**config.mk**
```make
export PLATFORM = sky130hd
export DESIGN_NAME = arlz_top
export DESIGN_NICKNAME = d
export VERILOG_FILES = /design/src/design/arlz_slot_eval.v /design/src/design/arlz_result_mem.v /design/src/design/arlz_top.v
export VERILOG_INCLUDE_DIRS = /design/src /design/src/shared
export SDC_FILE = /design/constraint.sdc
export NUM_CORES = 2
export LEC_CHECK = 0
export ABC_AREA = 1
export CAP_MARGIN = 20
export CELL_PAD_IN_SITES_DETAIL_PLACEMENT = 1
export CELL_PAD_IN_SITES_GLOBAL_PLACEMENT = 1
export CORE_AREA = 2 2 252 254
export CTS_BUF_LIST = sky130_fd_sc_hd__clkbuf_4
export DETAILED_ROUTE_END_ITERATION = 8
export DIE_AREA = 0 0 254 256
export DONT_BUFFER_PORTS = 1
export GPL_TIMING_DRIVEN = 1
export PLACE_DENSITY_LB_ADDON = 0.1
export SLEW_MARGIN = 20
export SYNTH_ARGS = -nofsm -noshare
export SYNTH_HDL_FRONTEND = slang
export SYNTH_HIERARCHICAL = 1
export SYNTH_SLANG_ARGS = --single-unit
```
**constraint.sdc**
```tcl
create_clock -name aclk -period 6.4 [get_ports aclk]
set_input_delay 0.64 -clock aclk [delete_from_list [all_inputs] [get_ports aclk]]
set_output_delay 0.64 -clock aclk [all_outputs]
set_load 0.01 [all_outputs]
```
**src/shared/arlz_defs.vh**
```
// Register map, field layout, reset values and codes of the result limit and sign-change block.
`ifndef ARLZ_DEFS_VH
`define ARLZ_DEFS_VH

`define ARLZ_ADDR_W       8
`define ARLZ_SLOTS        8

`define ARLZ_CTRL_OFS     8'h00
`define ARLZ_SUMM_OFS     8'h04
`define ARLZ_LSTAT_OFS    8'h08
`define ARLZ_ZSTAT_OFS    8'h0c
`define ARLZ_EDGE_OFS     8'h10

`define ARLZ_RES_REGION   3'h2
`define ARLZ_LLIM_REGION  3'h3
`define ARLZ_HLIM_REGION  3'h4
`define ARLZ_OFFS_REGION  3'h5

`define ARLZ_CTRL_HIE     0
`define ARLZ_CTRL_LIE     1
`define ARLZ_CTRL_ZIE     2
`define ARLZ_CTRL_RST     3'h0
`define ARLZ_EDGE_RST     16'h0000

`define ARLZ_HLIM_RST     16'h7ff8
`define ARLZ_LLIM_RST     16'h0000
`define ARLZ_OFFS_RST     16'h0000
`define ARLZ_RES_RST      16'h0000
`define ARLZ_FIELD_MASK   16'h7ff8
`define ARLZ_FIELD_MSB    14
`define ARLZ_FIELD_LSB    3
`define ARLZ_HLS_LSB      8

`define ARLZ_EDGE_OFF     2'b00
`define ARLZ_EDGE_FALL    2'b01
`define ARLZ_EDGE_RISE    2'b10
`define ARLZ_EDGE_ANY     2'b11

`define ARLZ_RESP_OKAY    2'b00
`define ARLZ_RESP_SLVERR  2'b10

`endif

```
**src/design/arlz_slot_eval.v**
```verilog
// Offset subtraction, limit comparison and sign-change detection for one sample.
`timescale 1ns/1ps
`include "arlz_defs.vh"
module arlz_slot_eval (
  input  wire [15:0] raw,
  input  wire [15:0] offset,
  input  wire [15:0] lower,
  input  wire [15:0] upper,
  input  wire [1:0]  edge_sel,
  input  wire        prev_sign,
  output wire [15:0] result,
  output wire        over,
  output wire        under,
  output wire        crossed
);
  wire [11:0] raw_f;
  wire [11:0] off_f;
  wire [12:0] diff;

  assign raw_f  = raw[`ARLZ_FIELD_MSB:`ARLZ_FIELD_LSB];
  assign off_f  = offset[`ARLZ_FIELD_MSB:`ARLZ_FIELD_LSB];
  // The sign of the stored value is the borrow of this subtraction and nothing else.
  assign diff   = {1'b0, raw_f} - {1'b0, off_f};
  assign result = {diff, 3'b000};

  // Limits look at the raw value, before the offset is taken off.
  assign over   = raw_f > upper[`ARLZ_FIELD_MSB:`ARLZ_FIELD_LSB];
  assign under  = raw_f < lower[`ARLZ_FIELD_MSB:`ARLZ_FIELD_LSB];

  // Bit 0 of the edge setting catches positive to negative, bit 1 negative to positive.
  assign crossed = (edge_sel[0] & ~prev_sign & diff[12]) |
                   (edge_sel[1] & prev_sign & ~diff[12]);
endmodule

```
**src/design/arlz_result_mem.v**
```verilog
// Eight-word result store with one write port and a registered read port.
`timescale 1ns/1ps
`include "arlz_defs.vh"
module arlz_result_mem (
  input  wire        aclk,
  input  wire        aresetn,
  input  wire        ce,
  input  wire        we,
  input  wire [2:0]  waddr,
  input  wire [15:0] wdata,
  input  wire [2:0]  raddr,
  output reg  [15:0] rdata
);
  wire [15:0] word_w [0:`ARLZ_SLOTS-1];

  genvar g;
  generate
    for (g = 0; g < `ARLZ_SLOTS; g = g + 1) begin : g_word
      localparam [2:0] IDX = g;
      reg [15:0] word_r;
      always @(posedge aclk) begin
        if (!aresetn) begin
          word_r <= `ARLZ_RES_RST;
        end else if (ce && we && waddr == IDX) begin
          word_r <= wdata;
        end
      end
      assign word_w[g] = word_r;
    end
  endgenerate

  always @(posedge aclk) begin
    if (!aresetn) begin
      rdata <= `ARLZ_RES_RST;
    end else if (ce) begin
      rdata <= word_w[raddr];
    end
  end
endmodule

```
**src/design/arlz_top.v**
```verilog
// Result post-processing: offset correction, limit and sign-change flags, AXI4-Lite register slave.
//
// What this block does
// - Set upper violation bit n when raw sample n exceeds its upper bound.
// - Set lower violation bit n when raw sample n is below its lower bound.
// - Violation and sign-change bits stay set until software writes one to them.
// - Upper violations raise the interrupt only when their enable bit is set.
// - Set sign-change bit n on a sign flip in the selected direction; 0b11 either.
// - Sign changes raise the interrupt only when their enable bit is set.
// - Sign-change bits sit in 7..0; disabled or unchanged slots never set them.
// - Eight result registers; slot n's conversion lands in result register n.
// - Parallel pair slots zero and four land in result registers zero and four.
// - Software result writes use bits 14..3, subtract the offset, store the difference.
// - Result bit 15 is the sign, one negative, in two's complement.
// - Result bits 2..0 always read zero; the value is left-justified by three.
// - Limit checks use the raw value, not the offset-corrected one.
// - Every slot has its own lower and upper bound pair.
// - After reset the bounds disable checking, so no violation bit sets.
// - Lower summary flag clears only when every lower violation bit is cleared.
// - Sign-change summary flag clears only when every sign-change bit is cleared.
// - Each sample has its slot offset subtracted before being stored.
//
// The placing of the registers and the AXI4-Lite interface to the registers were left to the implementer.
`timescale 1ns/1ps
`include "arlz_defs.vh"
module arlz_top (
  input  wire                    aclk,
  input  wire                    aresetn,
  input  wire                    ce,
  input  wire                    smp_valid,
  input  wire [2:0]              smp_slot,
  input  wire [15:0]             smp_raw,
  input  wire [`ARLZ_ADDR_W-1:0] s_axi_awaddr,
  input  wire                    s_axi_awvalid,
  output reg                     s_axi_awready,
  input  wire [31:0]             s_axi_wdata,
  input  wire [3:0]              s_axi_wstrb,
  input  wire                    s_axi_wvalid,
  output reg                     s_axi_wready,
  output reg  [1:0]              s_axi_bresp,
  output reg                     s_axi_bvalid,
  input  wire                    s_axi_bready,
  input  wire [`ARLZ_ADDR_W-1:0] s_axi_araddr,
  input  wire                    s_axi_arvalid,
  output reg                     s_axi_arready,
  output reg  [31:0]             s_axi_rdata,
  output reg  [1:0]              s_axi_rresp,
  output reg                     s_axi_rvalid,
  input  wire                    s_axi_rready,
  output reg                     irq
);
  localparam [1:0] W_IDLE = 2'd0;
  localparam [1:0] W_PEND = 2'd1;
  localparam [1:0] W_RESP = 2'd2;
  localparam [1:0] R_IDLE = 2'd0;
  localparam [1:0] R_MEM  = 2'd1;
  localparam [1:0] R_DATA = 2'd2;
  localparam [1:0] R_RESP = 2'd3;

  reg  [1:0]              wst_r;
  reg  [1:0]              rst_r;
  reg  [`ARLZ_ADDR_W-1:0] wr_addr_r;
  reg  [15:0]             wr_data_r;
  reg  [1:0]              wr_strb_r;
  reg  [`ARLZ_ADDR_W-1:0] rd_addr_r;
  reg  [2:0]              ctrl_r;
  reg  [15:0]             edge_r;

  wire [15:0] lo_w   [0:`ARLZ_SLOTS-1];
  wire [15:0] hi_w   [0:`ARLZ_SLOTS-1];
  wire [15:0] off_w  [0:`ARLZ_SLOTS-1];
  wire [7:0]  sign_w;
  wire [7:0]  hls_w;
  wire [7:0]  lls_w;
  wire [7:0]  zcs_w;
  wire [15:0] lstat_w;
  wire [15:0] zstat_w;
  wire [2:0]  summ_w;
  wire [15:0] smp_result;
  wire        smp_over;
  wire        smp_under;
  wire        smp_cross;
  wire [15:0] sw_result;
  wire [15:0] mem_rdata;
  wire [15:0] wr_merged;

  wire [2:0] wr_region = wr_addr_r[7:5];
  wire [2:0] wr_slot   = wr_addr_r[4:2];
  wire [2:0] rd_region = rd_addr_r[7:5];
  wire [2:0] rd_slot   = rd_addr_r[4:2];
  wire [7:0] wr_word   = {wr_addr_r[7:2], 2'b00};
  wire [7:0] rd_word   = {rd_addr_r[7:2], 2'b00};

  wire wr_is_res  = wr_region == `ARLZ_RES_REGION;
  wire wr_is_lo   = wr_region == `ARLZ_LLIM_REGION;
  wire wr_is_hi   = wr_region == `ARLZ_HLIM_REGION;
  wire wr_is_off  = wr_region == `ARLZ_OFFS_REGION;
  wire wr_is_ctrl = wr_word == `ARLZ_CTRL_OFS;
  wire wr_is_summ = wr_word == `ARLZ_SUMM_OFS;
  wire wr_is_lst  = wr_word == `ARLZ_LSTAT_OFS;
  wire wr_is_zst  = wr_word == `ARLZ_ZSTAT_OFS;
  wire wr_is_edge = wr_word == `ARLZ_EDGE_OFS;
  wire wr_mapped  = wr_is_res | wr_is_lo | wr_is_hi | wr_is_off |
                    wr_is_ctrl | wr_is_summ | wr_is_lst | wr_is_zst | wr_is_edge;

  // A sample owns the result store's write port; a software result write waits in W_PEND while smp_valid is high.
  wire wr_conflict = wr_is_res & smp_valid;
  wire wr_do       = (wst_r == W_PEND) & ~wr_conflict;

  // Write-one-to-clear masks honour the byte strobes.
  wire [15:0] w1c_mask = {wr_data_r[15:8] & {8{wr_strb_r[1]}}, wr_data_r[7:0] & {8{wr_strb_r[0]}}};
  wire        clr_lst  = wr_do & wr_is_lst;
  wire        clr_zst  = wr_do & wr_is_zst;

  assign wr_merged = wr_data_r;

  function [15:0] arlz_merge;
    input [15:0] old_v;
    input [15:0] new_v;
    input [1:0]  strb;
    begin
      arlz_merge = {strb[1] ? new_v[15:8] : old_v[15:8], strb[0] ? new_v[7:0] : old_v[7:0]};
    end
  endfunction

  genvar g;
  generate
    for (g = 0; g < `ARLZ_SLOTS; g = g + 1) begin : g_slot
      localparam [2:0] IDX = g;
      reg  [15:0] lo_r;
      reg  [15:0] hi_r;
      reg  [15:0] off_r;
      reg         sign_r;
      reg         hls_r;
      reg         lls_r;
      reg         zcs_r;
      wire        hit = smp_valid & (smp_slot == IDX);

      always @(posedge aclk) begin
        if (!aresetn) begin
          lo_r   <= `ARLZ_LLIM_RST;
          hi_r   <= `ARLZ_HLIM_RST;
          off_r  <= `ARLZ_OFFS_RST;
          sign_r <= 1'b0;
          hls_r  <= 1'b0;
          lls_r  <= 1'b0;
          zcs_r  <= 1'b0;
        end else if (ce) begin
          if (wr_do && wr_is_lo && wr_slot == IDX) begin
            lo_r <= arlz_merge(lo_r, wr_merged, wr_strb_r) & `ARLZ_FIELD_MASK;
          end
          if (wr_do && wr_is_hi && wr_slot == IDX) begin
            hi_r <= arlz_merge(hi_r, wr_merged, wr_strb_r) & `ARLZ_FIELD_MASK;
          end
          if (wr_do && wr_is_off && wr_slot == IDX) begin
            off_r <= arlz_merge(off_r, wr_merged, wr_strb_r) & `ARLZ_FIELD_MASK;
          end
          if (hit) begin
            sign_r <= smp_result[15];
          end
          // Set takes precedence over a simultaneous write-one clear.
          hls_r <= (hls_r & ~(clr_lst & w1c_mask[`ARLZ_HLS_LSB+g])) | (hit & smp_over);
          lls_r <= (lls_r & ~(clr_lst & w1c_mask[g])) | (hit & smp_under);
          zcs_r <= (zcs_r & ~(clr_zst & w1c_mask[g])) | (hit & smp_cross);
        end
      end

      assign lo_w[g]   = lo_r;
      assign hi_w[g]   = hi_r;
      assign off_w[g]  = off_r;
      assign sign_w[g] = sign_r;
      assign hls_w[g]  = hls_r;
      assign lls_w[g]  = lls_r;
      assign zcs_w[g]  = zcs_r;
    end
  endgenerate

  assign lstat_w = {hls_w, lls_w};
  assign zstat_w = {8'h00, zcs_w};
  // Summary flags are the OR of their status bits, so they fall only once all are cleared.
  assign summ_w  = {|zcs_w, |lls_w, |hls_w};

  arlz_slot_eval u_smp_eval (
    .raw       (smp_raw),
    .offset    (off_w[smp_slot]),
    .lower     (lo_w[smp_slot]),
    .upper     (hi_w[smp_slot]),
    .edge_sel  (edge_r[2*smp_slot +: 2]),
    .prev_sign (sign_w[smp_slot]),
    .result    (smp_result),
    .over      (smp_over),
    .under     (smp_under),
    .crossed   (smp_cross)
  );

  arlz_slot_eval u_sw_eval (
    .raw       (wr_data_r),
    .offset    (off_w[wr_slot]),
    .lower     (lo_w[wr_slot]),
    .upper     (hi_w[wr_slot]),
    .edge_sel  (`ARLZ_EDGE_OFF),
    .prev_sign (1'b0),
    .result    (sw_result),
    .over      (),
    .under     (),
    .crossed   ()
  );

  // The slot tag addresses the store, so paired slots zero and four land in words zero and four.
  arlz_result_mem u_mem (
    .aclk    (aclk),
    .aresetn (aresetn),
    .ce      (ce),
    .we      (smp_valid | (wr_do & wr_is_res)),
    .waddr   (smp_valid ? smp_slot : wr_slot),
    .wdata   (smp_valid ? smp_result : sw_result),
    .raddr   (rd_slot),
    .rdata   (mem_rdata)
  );

  always @(posedge aclk) begin
    if (!aresetn) begin
      ctrl_r <= `ARLZ_CTRL_RST;
      edge_r <= `ARLZ_EDGE_RST;
      irq    <= 1'b0;
    end else if (ce) begin
      if (wr_do && wr_is_ctrl && wr_strb_r[0]) begin
        ctrl_r <= wr_data_r[2:0];
      end
      if (wr_do && wr_is_edge) begin
        edge_r <= arlz_merge(edge_r, wr_merged, wr_strb_r);
      end
      irq <= (ctrl_r[`ARLZ_CTRL_HIE] & summ_w[0]) |
             (ctrl_r[`ARLZ_CTRL_LIE] & summ_w[1]) |
             (ctrl_r[`ARLZ_CTRL_ZIE] & summ_w[2]);
    end
  end

  always @(posedge aclk) begin
    if (!aresetn) begin
      wst_r         <= W_IDLE;
      wr_addr_r     <= {`ARLZ_ADDR_W{1'b0}};
      wr_data_r     <= 16'h0000;
      wr_strb_r     <= 2'b00;
      s_axi_awready <= 1'b0;
      s_axi_wready  <= 1'b0;
      s_axi_bvalid  <= 1'b0;
      s_axi_bresp   <= `ARLZ_RESP_OKAY;
    end else if (ce) begin
      case (wst_r)
        W_IDLE: begin
          if (s_axi_awvalid && s_axi_wvalid) begin
            wr_addr_r     <= s_axi_awaddr;
            wr_data_r     <= s_axi_wdata[15:0];
            wr_strb_r     <= s_axi_wstrb[1:0];
            s_axi_awready <= 1'b1;
            s_axi_wready  <= 1'b1;
            wst_r         <= W_PEND;
          end
        end
        W_PEND: begin
          s_axi_awready <= 1'b0;
          s_axi_wready  <= 1'b0;
          if (!wr_conflict) begin
            s_axi_bvalid <= 1'b1;
            s_axi_bresp  <= wr_mapped ? `ARLZ_RESP_OKAY : `ARLZ_RESP_SLVERR;
            wst_r        <= W_RESP;
          end
        end
        W_RESP: begin
          if (s_axi_bready) begin
            s_axi_bvalid <= 1'b0;
            wst_r        <= W_IDLE;
          end
        end
        default: begin
          wst_r <= W_IDLE;
        end
      endcase
    end
  end

  always @(posedge aclk) begin
    if (!aresetn) begin
      rst_r         <= R_IDLE;
      rd_addr_r     <= {`ARLZ_ADDR_W{1'b0}};
      s_axi_arready <= 1'b0;
      s_axi_rvalid  <= 1'b0;
      s_axi_rdata   <= 32'h0000_0000;
      s_axi_rresp   <= `ARLZ_RESP_OKAY;
    end else if (ce) begin
      case (rst_r)
        R_IDLE: begin
          if (s_axi_arvalid) begin
            rd_addr_r     <= s_axi_araddr;
            s_axi_arready <= 1'b1;
            rst_r         <= R_MEM;
          end
        end
        R_MEM: begin
          s_axi_arready <= 1'b0;
          rst_r         <= R_DATA;
        end
        R_DATA: begin
          s_axi_rvalid <= 1'b1;
          s_axi_rresp  <= `ARLZ_RESP_OKAY;
          rst_r        <= R_RESP;
          case (rd_region)
            `ARLZ_RES_REGION:  s_axi_rdata <= {16'h0000, mem_rdata};
            `ARLZ_LLIM_REGION: s_axi_rdata <= {16'h0000, lo_w[rd_slot]};
            `ARLZ_HLIM_REGION: s_axi_rdata <= {16'h0000, hi_w[rd_slot]};
            `ARLZ_OFFS_REGION: s_axi_rdata <= {16'h0000, off_w[rd_slot]};
            default: begin
              if (rd_word == `ARLZ_CTRL_OFS) begin
                s_axi_rdata <= {29'h0000_0000, ctrl_r};
              end else if (rd_word == `ARLZ_SUMM_OFS) begin
                s_axi_rdata <= {29'h0000_0000, summ_w};
              end else if (rd_word == `ARLZ_LSTAT_OFS) begin
                s_axi_rdata <= {16'h0000, lstat_w};
              end else if (rd_word == `ARLZ_ZSTAT_OFS) begin
                s_axi_rdata <= {16'h0000, zstat_w};
              end else if (rd_word == `ARLZ_EDGE_OFS) begin
                s_axi_rdata <= {16'h0000, edge_r};
              end else begin
                s_axi_rdata <= 32'h0000_0000;
                s_axi_rresp <= `ARLZ_RESP_SLVERR;
              end
            end
          endcase
        end
        R_RESP: begin
          if (s_axi_rready) begin
            s_axi_rvalid <= 1'b0;
            rst_r        <= R_IDLE;
          end
        end
        default: begin
          rst_r <= R_IDLE;
        end
      endcase
    end
  end
endmodule

```
# Word-level counts from Yosys, hierarchy flattened

Cells that the tools add are included.

Reductions and logical operators: 124
Equality and inequality tests: 47
Bitwise operators: 160
Shift operators: 1
Add/sub/neg operators: 2
Order comparisons: 6
Mux-type cells: 57

Operators with widths:

| operator                                                 | count |
|---|---|
| binary-select mux 16 bit (select 3 bit)                  | 8 |
| two-way mux 16 bit                                       | 14 |
| AND reduction 3 bit                                      | 57 |
| two-way mux 15 bit                                       | 8 |
| bitwise AND 1 bit                                        | 92 |
| case mux 16 bit (4 select lines)                         | 1 |
| == test 3 bit, second input constant                     | 16 |
| logical AND 1 bit                                        | 40 |
| bitwise OR 1 bit                                         | 36 |
| == test 3 x 2 -> 1 bit, second input constant            | 10 |
| NOT 1 bit                                                | 27 |
| subtractor 12 x 12 -> 13 bit                             | 2 |
| == test 6 x 2 -> 1 bit, second input constant            | 4 |
| two-way mux 2 bit                                        | 12 |
| OR reduction 8 bit                                       | 3 |
| AND reduction 2 bit                                      | 10 |
| bitwise AND 8 bit                                        | 2 |
| zero test 8 bit                                          | 2 |
| indexed part select 16 x 5 -> 2 bit                      | 1 |
| == test 6 x 1 -> 1 bit, second input constant            | 2 |
| == test 6 x 3 -> 1 bit, second input constant            | 2 |
| greater-or-equal comparator 4 bit, second input constant | 3 |
| > comparator 12 bit                                      | 1 |
| < comparator 12 bit                                      | 1 |
| other kinds (17)                                         | 43 |

Word-level logic and storage cells: 503
Flip-flop bits (word level): 562
Input port bits: 80
Output and inout port bits: 42

# Longest topological paths before layout

Word-level depth: 10
Gate-level depth with buffers: 23
Gate-level depth less buffers: 21

# Hierarchy

The synthesis kept the hierarchy.

By module, submodules not included:

| module                      | seq. area each (sq um) | cells each | times used | area each (sq um) |
|---|---|---|---|---|
| arlz_top                    | 7927.6                 | 3461       | 1          | 22079.9 |
| arlz_result_mem             | 2882.8                 | 888        | 1          | 6480.0 |
| arlz_slot_eval (u_sw_eval)  | 0.0                    | 273        | 1          | 1472.7 |
| arlz_slot_eval (u_smp_eval) | 0.0                    | 273        | 1          | 1460.2 |

# Worst setup path after synthesis

Ideal clock, no wire load.

Kind: input to register
From: input smp_slot[1]
To: register u_mem.g_word[5].word_r[15]
Required time: 6282 ps
Setup slack: 3187 ps
Data arrival time: 3095 ps
Stages on the path: 19
Buffers on the path: 2
Setup time: 118 ps
Path through: inv_1 nand2_1 inv_2 clkbuf_1 a221oi_1 o21ai_0 ha_1 fa_1 inv_1 nand3_1 nand3_2 nand2_1 nand3_2 inv_1 clkbuf_2 nand2_1 nand2_1 o21ai_1 a21oi_2

Word-level cells in the longest chain between the ends: 6

RTL lines:

| what                                                  | RTL line             | text |
|---|---|---|
| start, declared                                       | arlz_top.v:31        | `input wire [2:0] smp_slot,` |
| NOT 3 -> 4 bit (implied by the code)                  | arlz_top.v:185       | `.offset (off_w[smp_slot]),` |
| binary-select mux 16 bit (select 3 bit)               | arlz_top.v:185       |  |
| two-way mux 15 bit (implied by the code) (2 in a row) | arlz_top.v:185       |  |
| subtractor 12 x 12 -> 13 bit                          | arlz_slot_eval.v:23  | `assign diff = {1'b0, raw_f} - {1'b0, off_f};` |
| net smp_result[15]                                    | arlz_top.v:79        | `wire [15:0] smp_result;` |
| two-way mux 16 bit                                    | arlz_top.v:216       | `.wdata (smp_valid ? smp_result : sw_result),` |
| end signal, assigned                                  | arlz_result_mem.v:23 | `` word_r <= `ARLZ_RES_RST; `` |
| end signal, assigned                                  | arlz_result_mem.v:25 | `word_r <= wdata;` |
| end, declared                                         | arlz_result_mem.v:20 | `reg [15:0] word_r;` |

The timed path passes the listed nets, and every way through them passes these cells. The select of a mux whose other input is x is not followed.
A chain may end at the register's enable or synchronous reset.

# Worst setup path in the final report

From: register wr_addr_r[4]
To: register u_mem.g_word[4].word_r[13]

Word-level cells in the longest chain between the ends: 6

RTL lines:

| what                                                  | RTL line             | text |
|---|---|---|
| start, declared                                       | arlz_top.v:62        | `` reg [`ARLZ_ADDR_W-1:0] wr_addr_r; `` |
| start signal, assigned                                | arlz_top.v:242       | `` wr_addr_r <= {`ARLZ_ADDR_W{1'b0}}; `` |
| start signal, assigned                                | arlz_top.v:253       | `wr_addr_r <= s_axi_awaddr;` |
| NOT 3 -> 4 bit                                        | n/a                  |  |
| binary-select mux 16 bit (select 3 bit)               | arlz_top.v:198       | `.offset (off_w[wr_slot]),` |
| two-way mux 15 bit (implied by the code) (2 in a row) | arlz_top.v:198       |  |
| subtractor 12 x 12 -> 13 bit                          | arlz_slot_eval.v:23  |  |
| net sw_result[13]                                     | arlz_top.v:83        | `wire [15:0] sw_result;` |
| two-way mux 16 bit                                    | arlz_top.v:216       |  |
| end signal, assigned                                  | arlz_result_mem.v:23 |  |
| end signal, assigned                                  | arlz_result_mem.v:25 |  |
| end, declared                                         | arlz_result_mem.v:20 |  |

The timed path passes the listed nets, and every way through them passes these cells. The select of a mux whose other input is x is not followed.

==> impl_metrics.yaml <==
global_routing:
  antenna_found_initial: 4
  grt_pass1_wl_um: 193800
  grt_overflow_total: 0
  grt_usage_pct: 39.37
  grt_pass1_vias: 31360
  grt_start_max_net_pins: 344
routing:
  vias: 32740
  wl_um: 130600
  ant_nets: 0
  wl_per_cell_um: 23.73
  dr.pass1.iters: 5
  drc: 0
  drtIter0Drc: 3380
  vias_per_cell: 5.951
timing:
  fin_setup_tns_ns: 0
  hold_ws_ns: 0.06087
  max_slew.worst_pin.slew_ns: 1.175
  hold_viol: 0
  grt_setup_unrepaired: "no"
  min_period_over_period_pct: 70.97
  final_max_slew_viol_count: 0
  fin_ws_ns: 1.858
  maxSlewHeadroom_pct: 21.41
  finClkSkew_ns: 0.05125
  period_minus_slack_ns: 4.542
  setup_viol: 0
  max_freq_mhz: 220.2
critical_path:
  crit_fanout: 23
  crit_required_ns: 7.34
  cp_data_arrival_time_ns: 5.49
  path_class: "reg2reg"
  end_kind: "flip-flop"
  start_kind: "flip-flop"
yosys:
  ys.warnings.count: 6
  syn-instance-count: 4591
  syn_area_sq_um: 29790
  avgSynthCellArea_sq_um: 6.490
pwr:
  ir_drop_mv: 0.1540
  p_per_area_nw_per_um2: 256.4
  total_power_mw: 8.285
  power.leakage_nw: 13.65
clock_network:
  post_cts_resized: 0
  clkSlewWorstSetupHoldPaths_ns: 0.06
  cts_tree: "done"
  cts_buffers: 151
  insertion_delay_ns: 1.05
  clock_sinks: 540
  cts_max_path_buffers: 3
  h-tree-depth: 4
  root_buffer: "clkbuf_4"
finish:
  drive_above_1_share_pct: 8.491
  multiInputGateArea_sq_um: 15610
  stdcell_area_sq_um: 32310
  most-common-layout-cells: "nand2_1, dfxtp_1, a21oi_1"
  fill_cells: 8525
  final_cells: 5502
  regArea_sq_um: 10820
  final_core_util_pct: 51.79
  final_nets: 4674
  mostFrequentLayoutCell: "nand2_1"
  syn_to_final_growth_pct: 8.458
worst_hold_path:
  hold_class: "in2reg"
die:
  top_level_ports: 122
  fp.dieW_um: 254
  coreArea_sq_um: 62390
  rows: 92
  die_y_um: 256
  die-area_sq_um: 65020
  start_util_pct: 47.75
flow_run:
  maxCapViolCount: 0
place:
  gp_congestion: 0.9633
  port_buffers: 0
  place_hpwl_um: 85130
  dp_slack_ns: 1.525
  place_area_sq_um: 29880
  placed_cells: 5189
outcome:
  status: "completed"
[routing by layer]
metal	vias to the layer above	GRT usage (%)	routed length, um
li1	14940	-	-
met1	15790	51.08	53500
met2	1581	58.36	56000
met3	427	9.570	12510
met4	2	24.80	8526
met5	-	0	16
[flip-flops by register name (all words and copies together), names as in the netlist, 3 cells and up]
signal and cells:
ctrl_r 3, wr_data_r 16, g_slot.lls_r 8, edge_r 16, s_axi_rdata 16, g_slot.zcs_r 8
g_slot.hls_r 8, g_slot.off_r 96, g_slot.sign_r 8, u_mem/rdata 16, wr_addr_r 6, rd_addr_r 6
g_slot.hi_r 96, g_slot.lo_r 96, u_mem/g_word.word_r 128
[final timing paths]
kind,start,end,slack (ns),cells past startpoint
min,aresetn,ctrl_r[0],0.06,2
min reg2reg,u_mem/g_word[1].word_r[4],u_mem/g_word[1].word_r[4],0.45,2
max reg2reg,wr_addr_r[4],u_mem/g_word[4].word_r[13],1.86,14
max,wr_addr_r[4],u_mem/g_word[4].word_r[13],1.86,14
[layout make-up]
type	count	share of cell area, %
Clock buffer	223	5.181
Antenna cell	4	0.03098
Inverter	502	5.851
Sequential cell	540	33.48
Clock inverter	43	0.8093
Multi-Input combinational cell	3237	48.31
Tap cell	846	3.276
Timing Repair Buffer	107	3.059
[critical path, stage by stage, from the launching register on]
cell and delay, ns:
dfxtp_1 0.95, inv_1 0.77, o21ai_0 0.79, inv_1 0.13, ha_1 0.45, nand2_1 0.12
nor2_1 0.15, nand3_1 0.14, nand3_1 0.11, nand2_1 0.05, nand2_1 0.09, nand2_1 0.06
nand2_1 0.36, o21ai_1 0.13, a21oi_1 0.15
[timing repair]
action                                 in CTS  in global routing
hold buffers                               42                  0
buffers inserted                            0                  0
endpoints found under the hold margin     361                  0
[report_power, final]
| group | total (mW) | switching [mW] | internal [mW] | leakage, nW |
|---|---|---|---|---|
| logic | 1.40 | 1.06 | 0.344 | 8.12 |
| clock network | 3.35 | 1.63 | 1.72 | 1.16 |
| registers | 3.54 | 0.108 | 3.43 | 4.37 |
| total | 8.29 | 2.80 | 5.49 | 13.7 |
Power figures use the tool's default switching activity.
